[src/design/bfs_consts.svh]
`ifndef BFS_CONSTS_SVH
`define BFS_CONSTS_SVH

// ----------------------------------------------------------------------
// Clock and time conversion
// ----------------------------------------------------------------------
`define BFS_CLK_MHZ 125
`define BFS_US(t) ((t) * `BFS_CLK_MHZ)
`define BFS_MS(t) ((t) * `BFS_CLK_MHZ * 1000)
`define BFS_NS(t) (((t) * `BFS_CLK_MHZ + 999) / 1000)
`define BFS_S(t) (64'(t) * 64'(`BFS_CLK_MHZ) * 64'd1000000)

// ----------------------------------------------------------------------
// Minimum durations and delays, in their printed units, and the undervoltage restart limit
// ----------------------------------------------------------------------
`define BFS_T_FIL_US 100
`define BFS_T_LS32_US 620
`define BFS_T_PU_WIN_US 10
`define BFS_T_UV12_US 1
`define BFS_T_OV105_US 5
`define BFS_T_OV109_US 5
`define BFS_T_UV75_US 84
`define BFS_T_UVDLY_US 120
`define BFS_T_START_MS 80
`define BFS_T_AUTO_MS 200
`define BFS_T_UVRST_MS 100
`define BFS_T_INVOV_MS 625
`define BFS_T_PEAK_US 620
`define BFS_T_RECT_MS 2500
`define BFS_T_CAP_US 620
`define BFS_T_IGN_MS 237
`define BFS_T_FRST_MS 200
`define BFS_T_PFC_NS 200
`define BFS_T_ICL_NS 200
`define BFS_T_IGNCS_NS 500
`define BFS_T_CLR_S 40
`define BFS_UV_MAX 7

// ----------------------------------------------------------------------
// Sizes and filter slots
// ----------------------------------------------------------------------
`define BFS_NF 16
`define BFS_CW 32
`define BFS_RW 36
`define BFS_F_HS 0
`define BFS_F_LS16 1
`define BFS_F_LS32 2
`define BFS_F_UV12 3
`define BFS_F_OV105 4
`define BFS_F_OV109 5
`define BFS_F_UV75 6
`define BFS_F_START 7
`define BFS_F_INVOV 8
`define BFS_F_PEAK 9
`define BFS_F_RECT 10
`define BFS_F_CAP 11
`define BFS_F_IGN 12
`define BFS_F_PFC 13
`define BFS_F_ICL 14
`define BFS_F_IGNCS 15

`endif

[src/design/bfs_pkg.sv]
package bfs_pkg;
`include "bfs_consts.svh"

   typedef enum logic [2:0] {PH_MONITOR, PH_POWER_UP, PH_STARTUP, PH_SOFTSTART,
      PH_PREHEAT, PH_IGNITION, PH_PRERUN, PH_RUN} bfs_phase_t;

   typedef enum logic [2:0] {RS_IDLE, RS_HOLD, RS_UV_DELAY, RS_WAIT_TIME, RS_WAIT_BUS,
      RS_LATCHED} bfs_react_t;

   typedef struct packed {
      logic supply_undervoltage_lockout;
      logic lamp_sense_b_low;
      logic lowside_filament_sense_16;
      logic lowside_filament_sense_32;
      logic bus_lt_12;
      logic bus_lt_75;
      logic bus_ge_95;
      logic bus_gt_105;
      logic bus_gt_109;
      logic lamp_peak_overvoltage;
      logic lamp_rectifier_effect;
      logic cap_load;
      logic pfc_current_sense;
      logic inverter_current_sense;
   } bfs_cmp_t;

   typedef struct packed {
      logic power_down;
      logic power_up_block;
      logic pfc_stop;
      logic pfc_on_end;
      logic inv_cur_limit;
      logic ign_ctrl;
      logic restart;
      logic skip_preheat;
      logic latched_fault;
   } bfs_out_t;

   typedef struct packed {
      bfs_cmp_t s1;
      bfs_cmp_t s2;
      bfs_cmp_t s3;
      bfs_cmp_t cmp;
      bfs_phase_t ph_prev;
      logic [15:0] ph_age;
      logic [`BFS_NF-1:0][`BFS_CW-1:0] cnt;
      bfs_react_t rs;
      logic [`BFS_CW-1:0] tmr;
      logic [`BFS_RW-1:0] run_tmr;
      logic f_used;
      logic [2:0] uv_cnt;
      bfs_out_t o;
   } bfs_state_t;

   // Minimum durations and delays in clock cycles, handed over as one set.
   typedef struct packed {
      logic [31:0] fil;
      logic [31:0] ls32;
      logic [31:0] uv75;
      logic [31:0] uvdly;
      logic [31:0] start;
      logic [31:0] auto_rst;
      logic [31:0] uvrst;
      logic [31:0] invov;
      logic [31:0] peak;
      logic [31:0] rect;
      logic [31:0] cap;
      logic [31:0] ign;
      logic [31:0] frst;
      logic [63:0] clr;
   } bfs_cyc_t;

endpackage : bfs_pkg

[src/design/bfs_supervisor.sv]
`timescale 1ns/1ns
`include "bfs_consts.svh"
module bfs_supervisor #(
   parameter bfs_pkg::bfs_cyc_t CYC = '{fil: 32'(`BFS_US(`BFS_T_FIL_US)),
      ls32: 32'(`BFS_US(`BFS_T_LS32_US)), uv75: 32'(`BFS_US(`BFS_T_UV75_US)),
      uvdly: 32'(`BFS_US(`BFS_T_UVDLY_US)), start: 32'(`BFS_MS(`BFS_T_START_MS)),
      auto_rst: 32'(`BFS_MS(`BFS_T_AUTO_MS)), uvrst: 32'(`BFS_MS(`BFS_T_UVRST_MS)),
      invov: 32'(`BFS_MS(`BFS_T_INVOV_MS)), peak: 32'(`BFS_US(`BFS_T_PEAK_US)),
      rect: 32'(`BFS_MS(`BFS_T_RECT_MS)), cap: 32'(`BFS_US(`BFS_T_CAP_US)),
      ign: 32'(`BFS_MS(`BFS_T_IGN_MS)), frst: 32'(`BFS_MS(`BFS_T_FRST_MS)),
      clr: 64'(`BFS_S(`BFS_T_CLR_S))}
) (
   input wire logic core_clk,
   input wire logic srst,
   input wire bfs_pkg::bfs_cmp_t cmp_pins,
   input wire bfs_pkg::bfs_phase_t phase,
   input wire logic run_freq_reached,
   output bfs_pkg::bfs_out_t outs
);

   // ----------------------------------------------------------------------
   // Thresholds
   // ----------------------------------------------------------------------
   localparam int unsigned FIL_CYC = CYC.fil;
   localparam int unsigned LS32_CYC = CYC.ls32;
   localparam int unsigned UV75_CYC = CYC.uv75;
   localparam int unsigned UVDLY_CYC = CYC.uvdly;
   localparam int unsigned START_CYC = CYC.start;
   localparam int unsigned AUTO_CYC = CYC.auto_rst;
   localparam int unsigned UVRST_CYC = CYC.uvrst;
   localparam int unsigned INVOV_CYC = CYC.invov;
   localparam int unsigned PEAK_CYC = CYC.peak;
   localparam int unsigned RECT_CYC = CYC.rect;
   localparam int unsigned CAP_CYC = CYC.cap;
   localparam int unsigned IGN_CYC = CYC.ign;
   localparam int unsigned FRST_CYC = CYC.frst;
   localparam longint unsigned CLR_CYC = CYC.clr;
   localparam int unsigned PU_WIN_CYC = `BFS_US(`BFS_T_PU_WIN_US);
   localparam logic [`BFS_CW-1:0] THR [`BFS_NF] = '{
      FIL_CYC, FIL_CYC, LS32_CYC, `BFS_US(`BFS_T_UV12_US), `BFS_US(`BFS_T_OV105_US),
      `BFS_US(`BFS_T_OV109_US), UV75_CYC, START_CYC, INVOV_CYC, PEAK_CYC, RECT_CYC,
      CAP_CYC, IGN_CYC, `BFS_NS(`BFS_T_PFC_NS), `BFS_NS(`BFS_T_ICL_NS),
      `BFS_NS(`BFS_T_IGNCS_NS)};

   // Counters are 32 bits and the run timer 36 bits; zero would qualify at once, with no condition.
   if (FIL_CYC == 0 || LS32_CYC == 0 || UV75_CYC == 0 || UVDLY_CYC == 0 ||
      START_CYC == 0 || AUTO_CYC == 0 || UVRST_CYC == 0 || INVOV_CYC == 0 ||
      PEAK_CYC == 0 || RECT_CYC == 0 || CAP_CYC == 0 || IGN_CYC == 0 ||
      FRST_CYC == 0 || CLR_CYC == 0 || CLR_CYC >= 64'h0000_0010_0000_0000)
   begin : g_bad_count
      $error("bfs_supervisor: every cycle count must be non-zero and fit its counter");
   end

   function automatic logic [`BFS_CW-1:0] qual_step(input logic [`BFS_CW-1:0] cnt,
      input logic cond, input logic [`BFS_CW-1:0] thr);
      if (!cond)
      begin
         return '0;
      end
      return (cnt == thr) ? cnt : cnt + 32'h1;
   endfunction : qual_step

   bfs_pkg::bfs_state_t st_r;
   bfs_pkg::bfs_state_t st_nxt;
   bfs_pkg::bfs_cmp_t c;
   logic idle;
   logic active;
   logic run;
   logic pu_win;
   logic f_evt;
   logic [`BFS_NF-1:0] cond;
   logic [`BFS_NF-1:0] q;

   assign outs = st_r.o;

   // ----------------------------------------------------------------------
   // Detection conditions per operating phase
   // ----------------------------------------------------------------------
   assign c = st_r.cmp;
   assign idle = st_r.rs == bfs_pkg::RS_IDLE;
   assign active = idle && phase != bfs_pkg::PH_MONITOR && phase != bfs_pkg::PH_POWER_UP;
   assign run = idle && phase == bfs_pkg::PH_RUN;
   assign pu_win = idle && phase == bfs_pkg::PH_POWER_UP && st_r.ph_age >= 16'(PU_WIN_CYC);

   assign cond[`BFS_F_HS] = idle && phase == bfs_pkg::PH_MONITOR && c.lamp_sense_b_low;
   assign cond[`BFS_F_LS16] = idle && phase == bfs_pkg::PH_MONITOR &&
      c.lowside_filament_sense_16;
   assign cond[`BFS_F_LS32] = run && c.lowside_filament_sense_32;
   assign cond[`BFS_F_UV12] = pu_win && c.bus_lt_12;
   assign cond[`BFS_F_OV105] = pu_win && c.bus_gt_105;
   assign cond[`BFS_F_OV109] = active && c.bus_gt_109;
   assign cond[`BFS_F_UV75] = run && c.bus_lt_75;
   assign cond[`BFS_F_START] = idle && phase == bfs_pkg::PH_STARTUP && !c.bus_ge_95;
   assign cond[`BFS_F_INVOV] = run && c.bus_gt_109;
   assign cond[`BFS_F_PEAK] = run && c.lamp_peak_overvoltage;
   assign cond[`BFS_F_RECT] = run && c.lamp_rectifier_effect;
   assign cond[`BFS_F_CAP] = run && c.cap_load;
   assign cond[`BFS_F_IGN] = idle && phase == bfs_pkg::PH_IGNITION && !run_freq_reached;
   assign cond[`BFS_F_PFC] = active && c.pfc_current_sense;
   assign cond[`BFS_F_ICL] = active && c.inverter_current_sense;
   assign cond[`BFS_F_IGNCS] = idle && phase == bfs_pkg::PH_IGNITION &&
      c.inverter_current_sense;

   // A slot is qualified once its counter has reached the minimum duration.
   for (genvar i = 0; i < `BFS_NF; i++)
   begin : g_qual
      assign q[i] = st_r.cnt[i] == THR[i];
   end

   assign f_evt = q[`BFS_F_LS32] || q[`BFS_F_PEAK] || q[`BFS_F_RECT] || q[`BFS_F_CAP] ||
      q[`BFS_F_IGN] || q[`BFS_F_IGNCS];

   // ----------------------------------------------------------------------
   // Next state
   // ----------------------------------------------------------------------
   always_comb
   begin
      st_nxt = st_r;
      // Pins are asynchronous; a level counts only once stages two and three agree.
      st_nxt.s1 = cmp_pins;
      st_nxt.s2 = st_r.s1;
      st_nxt.s3 = st_r.s2;
      st_nxt.cmp = (~(st_r.s2 ^ st_r.s3) & st_r.s3) | ((st_r.s2 ^ st_r.s3) & st_r.cmp);

      st_nxt.ph_prev = phase;
      if (phase != st_r.ph_prev)
      begin
         st_nxt.ph_age = '0;
      end
      else if (st_r.ph_age != 16'hFFFF)
      begin
         st_nxt.ph_age = st_r.ph_age + 16'h1;
      end

      for (int i = 0; i < `BFS_NF; i++)
      begin
         st_nxt.cnt[i] = qual_step(st_r.cnt[i], cond[i], THR[i]);
      end

      st_nxt.o.restart = 1'b0;
      case (st_r.rs)
         bfs_pkg::RS_IDLE:
         begin
            if (f_evt)
            begin
               if (st_r.f_used)
               begin
                  st_nxt.rs = bfs_pkg::RS_LATCHED;
               end
               else
               begin
                  st_nxt.f_used = 1'b1;
                  st_nxt.rs = bfs_pkg::RS_WAIT_TIME;
                  st_nxt.tmr = FRST_CYC - 32'h1;
                  st_nxt.o.skip_preheat = 1'b0;
               end
            end
            else if (q[`BFS_F_UV12] || q[`BFS_F_OV105])
            begin
               st_nxt.rs = bfs_pkg::RS_HOLD;
            end
            else if (q[`BFS_F_INVOV])
            begin
               st_nxt.rs = bfs_pkg::RS_WAIT_BUS;
            end
            else if (q[`BFS_F_START])
            begin
               st_nxt.rs = bfs_pkg::RS_WAIT_TIME;
               st_nxt.tmr = AUTO_CYC - 32'h1;
               st_nxt.o.skip_preheat = 1'b0;
            end
            else if (q[`BFS_F_UV75])
            begin
               st_nxt.rs = bfs_pkg::RS_UV_DELAY;
               st_nxt.tmr = UVDLY_CYC - 32'h1;
            end
         end
         bfs_pkg::RS_UV_DELAY:
         begin
            if (st_r.tmr != '0)
            begin
               st_nxt.tmr = st_r.tmr - 32'h1;
            end
            else if (st_r.uv_cnt == 3'(`BFS_UV_MAX))
            begin
               // Restart budget spent: stay down until the supply cycles.
               st_nxt.rs = bfs_pkg::RS_HOLD;
            end
            else
            begin
               st_nxt.uv_cnt = st_r.uv_cnt + 3'h1;
               st_nxt.rs = bfs_pkg::RS_WAIT_TIME;
               st_nxt.tmr = UVRST_CYC - 32'h1;
               st_nxt.o.skip_preheat = 1'b1;
            end
         end
         bfs_pkg::RS_WAIT_TIME:
         begin
            if (st_r.tmr == '0)
            begin
               st_nxt.rs = bfs_pkg::RS_IDLE;
               st_nxt.o.restart = 1'b1;
            end
            else
            begin
               st_nxt.tmr = st_r.tmr - 32'h1;
            end
         end
         bfs_pkg::RS_WAIT_BUS:
         begin
            if (!c.bus_gt_105)
            begin
               st_nxt.rs = bfs_pkg::RS_IDLE;
               st_nxt.o.restart = 1'b1;
            end
         end
         bfs_pkg::RS_HOLD, bfs_pkg::RS_LATCHED:
         begin
            st_nxt.rs = st_r.rs;
         end
         default:
         begin
            st_nxt.rs = bfs_pkg::RS_IDLE;
         end
      endcase

      // Continuous run time clears the single-restart memory.
      if (run)
      begin
         if (st_r.run_tmr == 36'(CLR_CYC - 64'h1))
         begin
            // A fault caught in the same cycle keeps its mark; the set wins.
            if (!f_evt)
            begin
               st_nxt.f_used = 1'b0;
            end
         end
         else
         begin
            st_nxt.run_tmr = st_r.run_tmr + 36'h1;
         end
      end
      else
      begin
         st_nxt.run_tmr = '0;
      end

      // Supply lockout overrides the reaction state and clears the restart memory, restart and skip-preheat.
      if (c.supply_undervoltage_lockout)
      begin
         st_nxt.rs = bfs_pkg::RS_IDLE;
         st_nxt.f_used = 1'b0;
         st_nxt.uv_cnt = '0;
         st_nxt.o.skip_preheat = 1'b0;
         st_nxt.o.restart = 1'b0;
      end

      // The PFC stop is set before it is cleared, so a new trip is never lost.
      if (q[`BFS_F_OV109])
      begin
         st_nxt.o.pfc_stop = 1'b1;
      end
      else if (!c.bus_gt_105 || !active)
      begin
         st_nxt.o.pfc_stop = 1'b0;
      end

      st_nxt.o.power_down = st_nxt.rs != bfs_pkg::RS_IDLE &&
         st_nxt.rs != bfs_pkg::RS_UV_DELAY;
      st_nxt.o.power_up_block = q[`BFS_F_HS] || q[`BFS_F_LS16];
      st_nxt.o.pfc_on_end = q[`BFS_F_PFC];
      st_nxt.o.inv_cur_limit = q[`BFS_F_ICL];
      st_nxt.o.ign_ctrl = q[`BFS_F_IGNCS];
      st_nxt.o.latched_fault = st_nxt.rs == bfs_pkg::RS_LATCHED;
   end

   always_ff @(posedge core_clk)
   begin
      if (srst)
      begin
         st_r <= '0;
      end
      else
      begin
         st_r <= st_nxt;
      end
   end
endmodule : bfs_supervisor

[config.mk]
export PLATFORM = sky130hd
export DESIGN_NAME = bfs_supervisor
export DESIGN_NICKNAME = d
export VERILOG_FILES = /design/src/design/bfs_pkg.sv /design/src/design/bfs_supervisor.sv
export VERILOG_INCLUDE_DIRS = /design/src /design/src/design
export SDC_FILE = /design/constraint.sdc
export NUM_CORES = 1
export LEC_CHECK = 0
export BUFFER_PORTS_ARGS = -buffer_cell sky130_fd_sc_hd__buf_2
export CORE_MARGIN = 2
export CORE_UTILIZATION = 50
export CTS_CLUSTER_SIZE = 28
export DETAILED_ROUTE_END_ITERATION = 12
export HOLD_SLACK_MARGIN = 0.03
export PLACE_DENSITY = 0.75
export RECOVER_POWER = 50
export SLEW_MARGIN = 40
export SYNTH_ARGS = -nofsm -noshare
export SYNTH_HDL_FRONTEND = slang
export SYNTH_SLANG_ARGS = --single-unit
[constraint.sdc]
create_clock -name core_clk -period 2.9 [get_ports core_clk]
set_input_delay 0.145 -clock core_clk [delete_from_list [all_inputs] [get_ports core_clk]]
set_output_delay 0.145 -clock core_clk [all_outputs]
set_load 0.01 [all_outputs]
==> results of run 1 <==
routing by layer:
| metal | track usage [%] | part of all wire [%] |
|---|---|---|
| met1 | 25.62 | 49 |
| met5 | 0 | 0 |
| met3 | 3.060 | 3.8 |
| met2 | 32.26 | 46 |
| met4 | 6.215 | 1.9 |
Yosys cell counts, drive strengths merged, types with 5 or more instances:
cell | count | area [µm²]
a211oi | 10 | 75.07
a21oi | 93 | 465.5
a311oi | 10 | 112.6
a31oi | 13 | 81.33
and2 | 15 | 93.84
and3 | 103 | 644.4
and4 | 35 | 306.5
buf | 25 | 148.9
clkbuf | 79 | 296.5
dfxtp | 671 | 13430
ha | 37 | 462.9
inv | 76 | 285.3
mux2i | 12 | 123.9
nand2 | 284 | 1074
nand2b | 13 | 81.33
nand3 | 199 | 996.0
nand4 | 136 | 850.8
nor2 | 670 | 2525
nor2b | 56 | 350.3
nor3 | 95 | 485.5
nor4 | 83 | 540.5
nor4b | 40 | 356.6
nor4bb | 15 | 150.1
o2111ai | 5 | 43.79
o21ai | 71 | 366.6
o32ai | 8 | 70.07
or2 | 7 | 43.79
or3 | 62 | 387.9
or4 | 17 | 135.1
xnor2 | 172 | 1506
xor2 | 322 | 2820
worst max-delay path, cell delays in order, from the launching register on:
cell	delay, ns
dfxtp_1	0.33
inv_1	0.10
ha_1	0.15
nor4bb_1	0.33
nand4_1	0.30
o41ai_2	0.55
a2111oi_4	0.12
mux2i_2	0.22
buf_12	0.18
nand2_4	0.16
a311oi_1	0.31
path summary, 6_finish.rpt:
check / to / slack (ns) / cells past startpoint
hold / removal: st_nxt[647] / 0.29 / 3
setup / recovery: st_r[75] / 0.02 / 10
hold reg to reg: st_nxt[635] / 0.43 / 1
setup reg to reg: st_r[75] / 0.02 / 10
cells by family after synthesis:
family	Yosys count	share of synthesized area [%]
flip-flops	671	44.99
AO/OA/AOI/OAI	255	5.457
AND/OR/NAND/NOR	1842	30.56
buffers and inverters	181	2.460
XOR/XNOR	494	14.49
adder cells (fa/ha/maj)	37	1.551
multiplexers	14	0.4903
sequential cells by signal (all words and copies together) (netlist names), named ones only:
signal / flops
outs: 9
st_r: 620
st_nxt: 28
power groups by stage:
stage	Combinational [W]	Sequential (W)	Clock [W]
after global routing	0.000145	0.00925	0.0101
final	0.000130	0.00926	0.00949
after global placement	0.000107	0.00946	0
after CTS	0.000132	0.00926	0.00972
after floorplan	0.0000673	0.00946	0
after detailed placement	0.000108	0.00946	0
cells in the final DEF (no fill, tap or decap), types with 23 or more instances in the layout:
cell type	count
clkbuf_16	75
o21ai_0	68
or3_1	61
ha_1	37
nor2b_1	56
nor2_1	668
xnor2_1	172
nor3_1	92
and3_1	103
xor2_1	322
buf_4	72
inv_1	76
nand2_1	283
nand4_1	136
dlygate4sd3_1	23
nor4_1	81
a21oi_1	93
and4_1	35
dfxtp_1	671
nor4b_1	39
nand3_1	199
final cells by class:
class | instances | area [µm²]
timing repair buffer | 137 | 1011
clock inverter | 37 | 437.9
inverter | 77 | 289.0
fill | 5201 | 25080
antenna | 1 | 2.502
sequential | 671 | 13430
tap | 773 | 967.2
clock buffer | 93 | 2044
multi-input combinational | 2643 | 15760
stage by stage:
| step | total power (W) | setup TNS (ns) | std cells | util, % |
|---|---|---|---|---|
| after floorplan | 0.009525 | 0 | 3494 | - |
| after global placement | 0.009569 | 0 | 4277 | 52.87 |
| after detailed placement | 0.009570 | -0.6587 | 4277 | 52.87 |
| after CTS | 0.01910 | 0 | 4430 | 57.48 |
| after global routing | 0.01950 | -0.8735 | 4432 | 57.51 |
| final | 0.01887 | 0 | 4432 | 57.51 |
what timing repair did:
item | CTS | global route
cloned | 0 | 1
endpoints found under the hold margin | 28 | 0
pin swaps | 0 | 1
buffers inserted | 0 | 0
hold buffers | 23 | 0
resized for setup | 1 | 11
endpoints found under the setup margin | 19 | 27
==> flow_metrics.env, run 1 <==
export IMPL_critPathLaunch="st_r[340]"
export IMPL_synth_edf_count=0
export IMPL_drive_above_1_share_pct=7.326
export IMPL_cts_buffer_depth=3
export IMPL_max_freq_ghz=0.3470
export IMPL_finalNetCount=3658
export IMPL_setup_viol=0
export IMPL_finalInstanceArea_mm2=0.03394
export IMPL_area_growth_pct=13.70
export IMPL_worst_pin_slew_ns=0.7317
export IMPL_drv_slew=0
export IMPL_rows=89
export IMPL_antenna_left=0
export IMPL_grt_ovfl_total=0
export IMPL_finalWorstSetupSlack_ns=0.01783
export IMPL_synth_seq_area_share_pct=44.99
export IMPL_vias=23810
export IMPL_cts_tree="built"
export IMPL_switching_share_pct=20.40
export IMPL_place_ws_ns=-0.06564
export IMPL_clock_skew_ns=0.02630
export IMPL_grt_pass1_wl_um=102600
export IMPL_postSynthCellCount=3494
export IMPL_die_w_um=248.4
export IMPL_wl_per_cell_um=13.39
export IMPL_syn_num_nets=3551
export IMPL_root_buffer="clkbuf_16"
export IMPL_hp_start="cmp_pins[4]"
export IMPL_ys_flop_type="dfxtp_1"
export IMPL_syn_area_per_cell_um2=8.545
export IMPL_gp_congestion=0.8243
export IMPL_yosys_register_bits=671
export IMPL_ys_types=78
export IMPL_hold_path_class="primary input to register"
export IMPL_ios=29
export IMPL_dieArea_mm2=0.06168
export IMPL_critPathRequiredTime_ns=3.40
export IMPL_layout_min_cycle_time_ns=2.882
export IMPL_hold_ws_ns=0.2876
export IMPL_relSlewSlack_pct=51.07
export IMPL_r2r_start="st_r[340]"
export IMPL_crit_type="register to register"
export IMPL_route_detailed_drc=0
export IMPL_die_y_um=248.4
export IMPL_endpoint_kind="register"
export IMPL_ys_async_sr_fraction_pct=0
export IMPL_yosys_warnings=0
export IMPL_core_mm2=0.05902
export IMPL_h_tree_depth=3
export IMPL_insertion_delay_ns=0.61
export IMPL_cap_viol_max_count=0
export IMPL_period_share_pct=99.39
export IMPL_grt_usage_pct=19.35
export IMPL_status="finished clean"
export IMPL_initial_core_util_pct=50.59
export IMPL_arrival_ns=3.38
export IMPL_grt_pass1_vias=22520
export IMPL_grt_max_degree=56
export IMPL_final_hold_viol_count=0
export IMPL_ir_drop_mv=0.4724
export IMPL_p_switching_w=0.003850
export IMPL_critical_path_peak_fanout=15
export IMPL_path_clk_slew_ns=0.06
export IMPL_drt_total_wl_um=59320
export IMPL_p_leak_nw=11.09
export IMPL_hpwl_um=39290
export IMPL_detail_route_iter0_violations=1465
export IMPL_drt_pass1_iter_count=8
export IMPL_vias_per_cell=5.373
export IMPL_antenna_found_initial=1
export IMPL_power_density_mw_per_mm2=556.1
export IMPL_intPower_w=0.01502
export IMPL_syn_area_mm2=0.02985
export IMPL_p_clk_share_pct=50.3
export IMPL_cts_sinks=671
export IMPL_portBuffers=28
export IMPL_critPathLaunchType="register"
export IMPL_cts_buffers_inserted=71
export IMPL_p_comb_share_pct=0.7
export IMPL_pwr_share_seq_pct=49.0
export IMPL_place_area_mm2=0.03120
Power figures use the tool's default switching activity.
==> inputs of run 2 (changes only) <==
--- a/config.mk
+++ b/config.mk
@@ -6,7 +6,7 @@
 export SDC_FILE = /design/constraint.sdc
 export NUM_CORES = 1
 export LEC_CHECK = 0
-export BUFFER_PORTS_ARGS = -buffer_cell sky130_fd_sc_hd__buf_2
+export BUFFER_PORTS_ARGS = -buffer_cell sky130_fd_sc_hd__buf_4
 export CORE_MARGIN = 2
 export CORE_UTILIZATION = 50
 export CTS_CLUSTER_SIZE = 28
@@ -14,6 +14,7 @@
 export HOLD_SLACK_MARGIN = 0.03
 export PLACE_DENSITY = 0.75
 export RECOVER_POWER = 50
+export SETUP_SLACK_MARGIN = 0.3
 export SLEW_MARGIN = 40
 export SYNTH_ARGS = -nofsm -noshare
 export SYNTH_HDL_FRONTEND = slang
==> run 2 against run 1 <==
Effect of this change:
- sequential cell count unchanged
- largest cell class unchanged
- critical path type is now primary input to register
- sequential share of layout area shrank 0.66 points
- global-route usage grew 0.22 points
- maximum frequency up 6.2%
- register-to-register slack better by 0.17 ns
- hold slack worse by 0.15 ns
- via count increased by 1.3%
- sequential power is essentially flat
- clock power down 0.7%
- count of clock-buffer cells in the layout up 7
- clock skew rose by 0.0065 ns
==> flow_metrics.env, run 2 (synthesis gave the netlist of run 1 again) <==
export IMPL_tns_ns=0
export IMPL_dp_cells=4270
export IMPL_p_switching_w=0.003780
export IMPL_cts_buffers_inserted=70
export IMPL_final_hold_viol_count=0
export IMPL_antenna_found_initial=0
export IMPL_finalWorstSetupSlack_ns=0.1872
export IMPL_vias_per_cell=5.419
export IMPL_reg2reg_depth=8
export IMPL_grt_ovfl_total=0
export IMPL_arrival_ns=3.19
export IMPL_cts_sinks=671
export IMPL_rsz0062_at_grt="true"
export IMPL_cap_viol_max_count=0
export IMPL_intPower_w=0.01504
export IMPL_portBuffers=28
export IMPL_route_detailed_drc=0
export IMPL_largest_reg_flops=620
export IMPL_cts_buffer_depth=3
export IMPL_hold_path_class="primary input to register"
export IMPL_p_comb_share_pct=0.8
export IMPL_die_y_um=248.4
export IMPL_finalInstanceArea_mm2=0.03461
export IMPL_drt_total_wl_um=61350
export IMPL_endpoint_kind="register"
export IMPL_largest_register="st_r"
export IMPL_wl_per_cell_um=13.79
export IMPL_vias=24110
export IMPL_root_buffer="clkbuf_16"
export IMPL_path_clk_slew_ns=0.06
export IMPL_switching_share_pct=20.09
export IMPL_hold_ws_ns=0.1383
export IMPL_multiInputGateArea_mm2=0.01612
export IMPL_finalNetCount=3681
export IMPL_diodes=0
export IMPL_p_leak_nw=11.36
export IMPL_drv_slew=0
export IMPL_status="finished clean"
export IMPL_hpwl_um=39050
export IMPL_worst_pin_slew_ns=1.067
export IMPL_critPathLaunchType="primary input"
export IMPL_place_ws_ns=0.02223
export IMPL_period_share_pct=93.55
export IMPL_power_density_mw_per_mm2=543.6
export IMPL_antenna_left=0
export IMPL_ios=29
export IMPL_setup_viol=0
export IMPL_p_clk_share_pct=50.1
export IMPL_pwr_share_seq_pct=49.2
export IMPL_nFillCells=5101
export IMPL_dieArea_mm2=0.06168
export IMPL_grt_usage_pct=19.57
export IMPL_hold_path_depth=4
export IMPL_layout_min_cycle_time_ns=2.713
export IMPL_critical_path_peak_fanout=41
export IMPL_grt_max_degree=45
export IMPL_grt_pass1_vias=22700
export IMPL_place_area_mm2=0.03123
export IMPL_critPathRequiredTime_ns=3.37
export IMPL_final_cell_count_no_fill=4449
export IMPL_final_common_cell="nor2_1"
export IMPL_initial_core_util_pct=50.59
export IMPL_area_growth_pct=15.94
export IMPL_grt_pass1_wl_um=103600
export IMPL_drive_above_1_share_pct=9.548
export IMPL_rows=89
export IMPL_h_tree_depth=3
export IMPL_max_freq_ghz=0.3686
export IMPL_core_mm2=0.05902
export IMPL_die_w_um=248.4
export IMPL_crit_type="primary input to register"
export IMPL_cts_tree="built"
export IMPL_final_cell_mix="nor2_1, dfxtp_1, xor2_1, nand2_1, nand3_1"
export IMPL_gp_congestion=0.8412
export IMPL_detail_route_iter0_violations=1649
export IMPL_drt_pass1_iter_count=6
export IMPL_relSlewSlack_pct=28.84
export IMPL_ir_drop_mv=0.5286
export IMPL_ff_latch_area_mm2=0.01347
export IMPL_insertion_delay_ns=0.62
export IMPL_clock_skew_ns=0.03276
[run 2: worst max-delay path, cell delays in order]
cell and delay [ns]:
dlygate4sd3_1 0.54, clkbuf_1 0.59, clkbuf_2 0.93, nor4_1 0.12, clkbuf_1 0.24, nand2_1 0.10
clkbuf_4 0.38, nor2_1 0.10
[run 2: area by class of cell]
class / instances / area share [%]
clock buffers: 100 / 6.033
clock inverters: 24 / 1.027
inverters: 77 / 0.8639
multi-input cells: 2643 / 46.57
flip-flops and latches: 671 / 38.91
well taps: 773 / 2.794
repair buffers: 161 / 3.803
[run 2: power by group through the flow]
stage	sequential [W]	combinational, W	clock [W]
floorplan	0.00946	0.0000673	0
global placement	0.00946	0.000119	0
detailed placement	0.00946	0.000120	0
CTS	0.00926	0.000144	0.00964
global route	0.00925	0.000155	0.00999
finish	0.00925	0.000144	0.00942
[run 2: per-layer routing]
metal	global-route usage, %	share of wire, %	vias up
li1	-	-	12290
met1	25.74	48	11240
met2	32.92	46	465
met3	3.458	4.2	118
met4	5.532	2.4	0
met5	0	0	-
[run 2: through the flow]
| stage | total power (W) | utilization [%] |
|---|---|---|
| CTS | 0.01904 | 57.76 |
| finish | 0.01882 | 58.65 |
| global route | 0.01939 | 58.65 |
| global placement | 0.009580 | 52.91 |
| floorplan | 0.009525 | - |
| detailed placement | 0.009582 | 52.91 |
[run 2: final timing paths]
path / from / slack (ns) / endpoint
hold / removal: run_freq_reached / 0.14 / st_r[489]
setup / recovery: srst / 0.19 / st_r[128]
hold reg to reg: st_nxt[647] / 0.44 / st_nxt[633]
setup reg to reg: st_r[63] / 0.19 / st_r[60]
[run 2: repair_timing]
item	in CTS	in global routing
hold endpoints to repair	24	0
gates resized for setup	27	88
cloned	0	4
hold buffers	22	0
pin swaps	8	32
setup endpoints to repair	41	92
buffers inserted	11	18
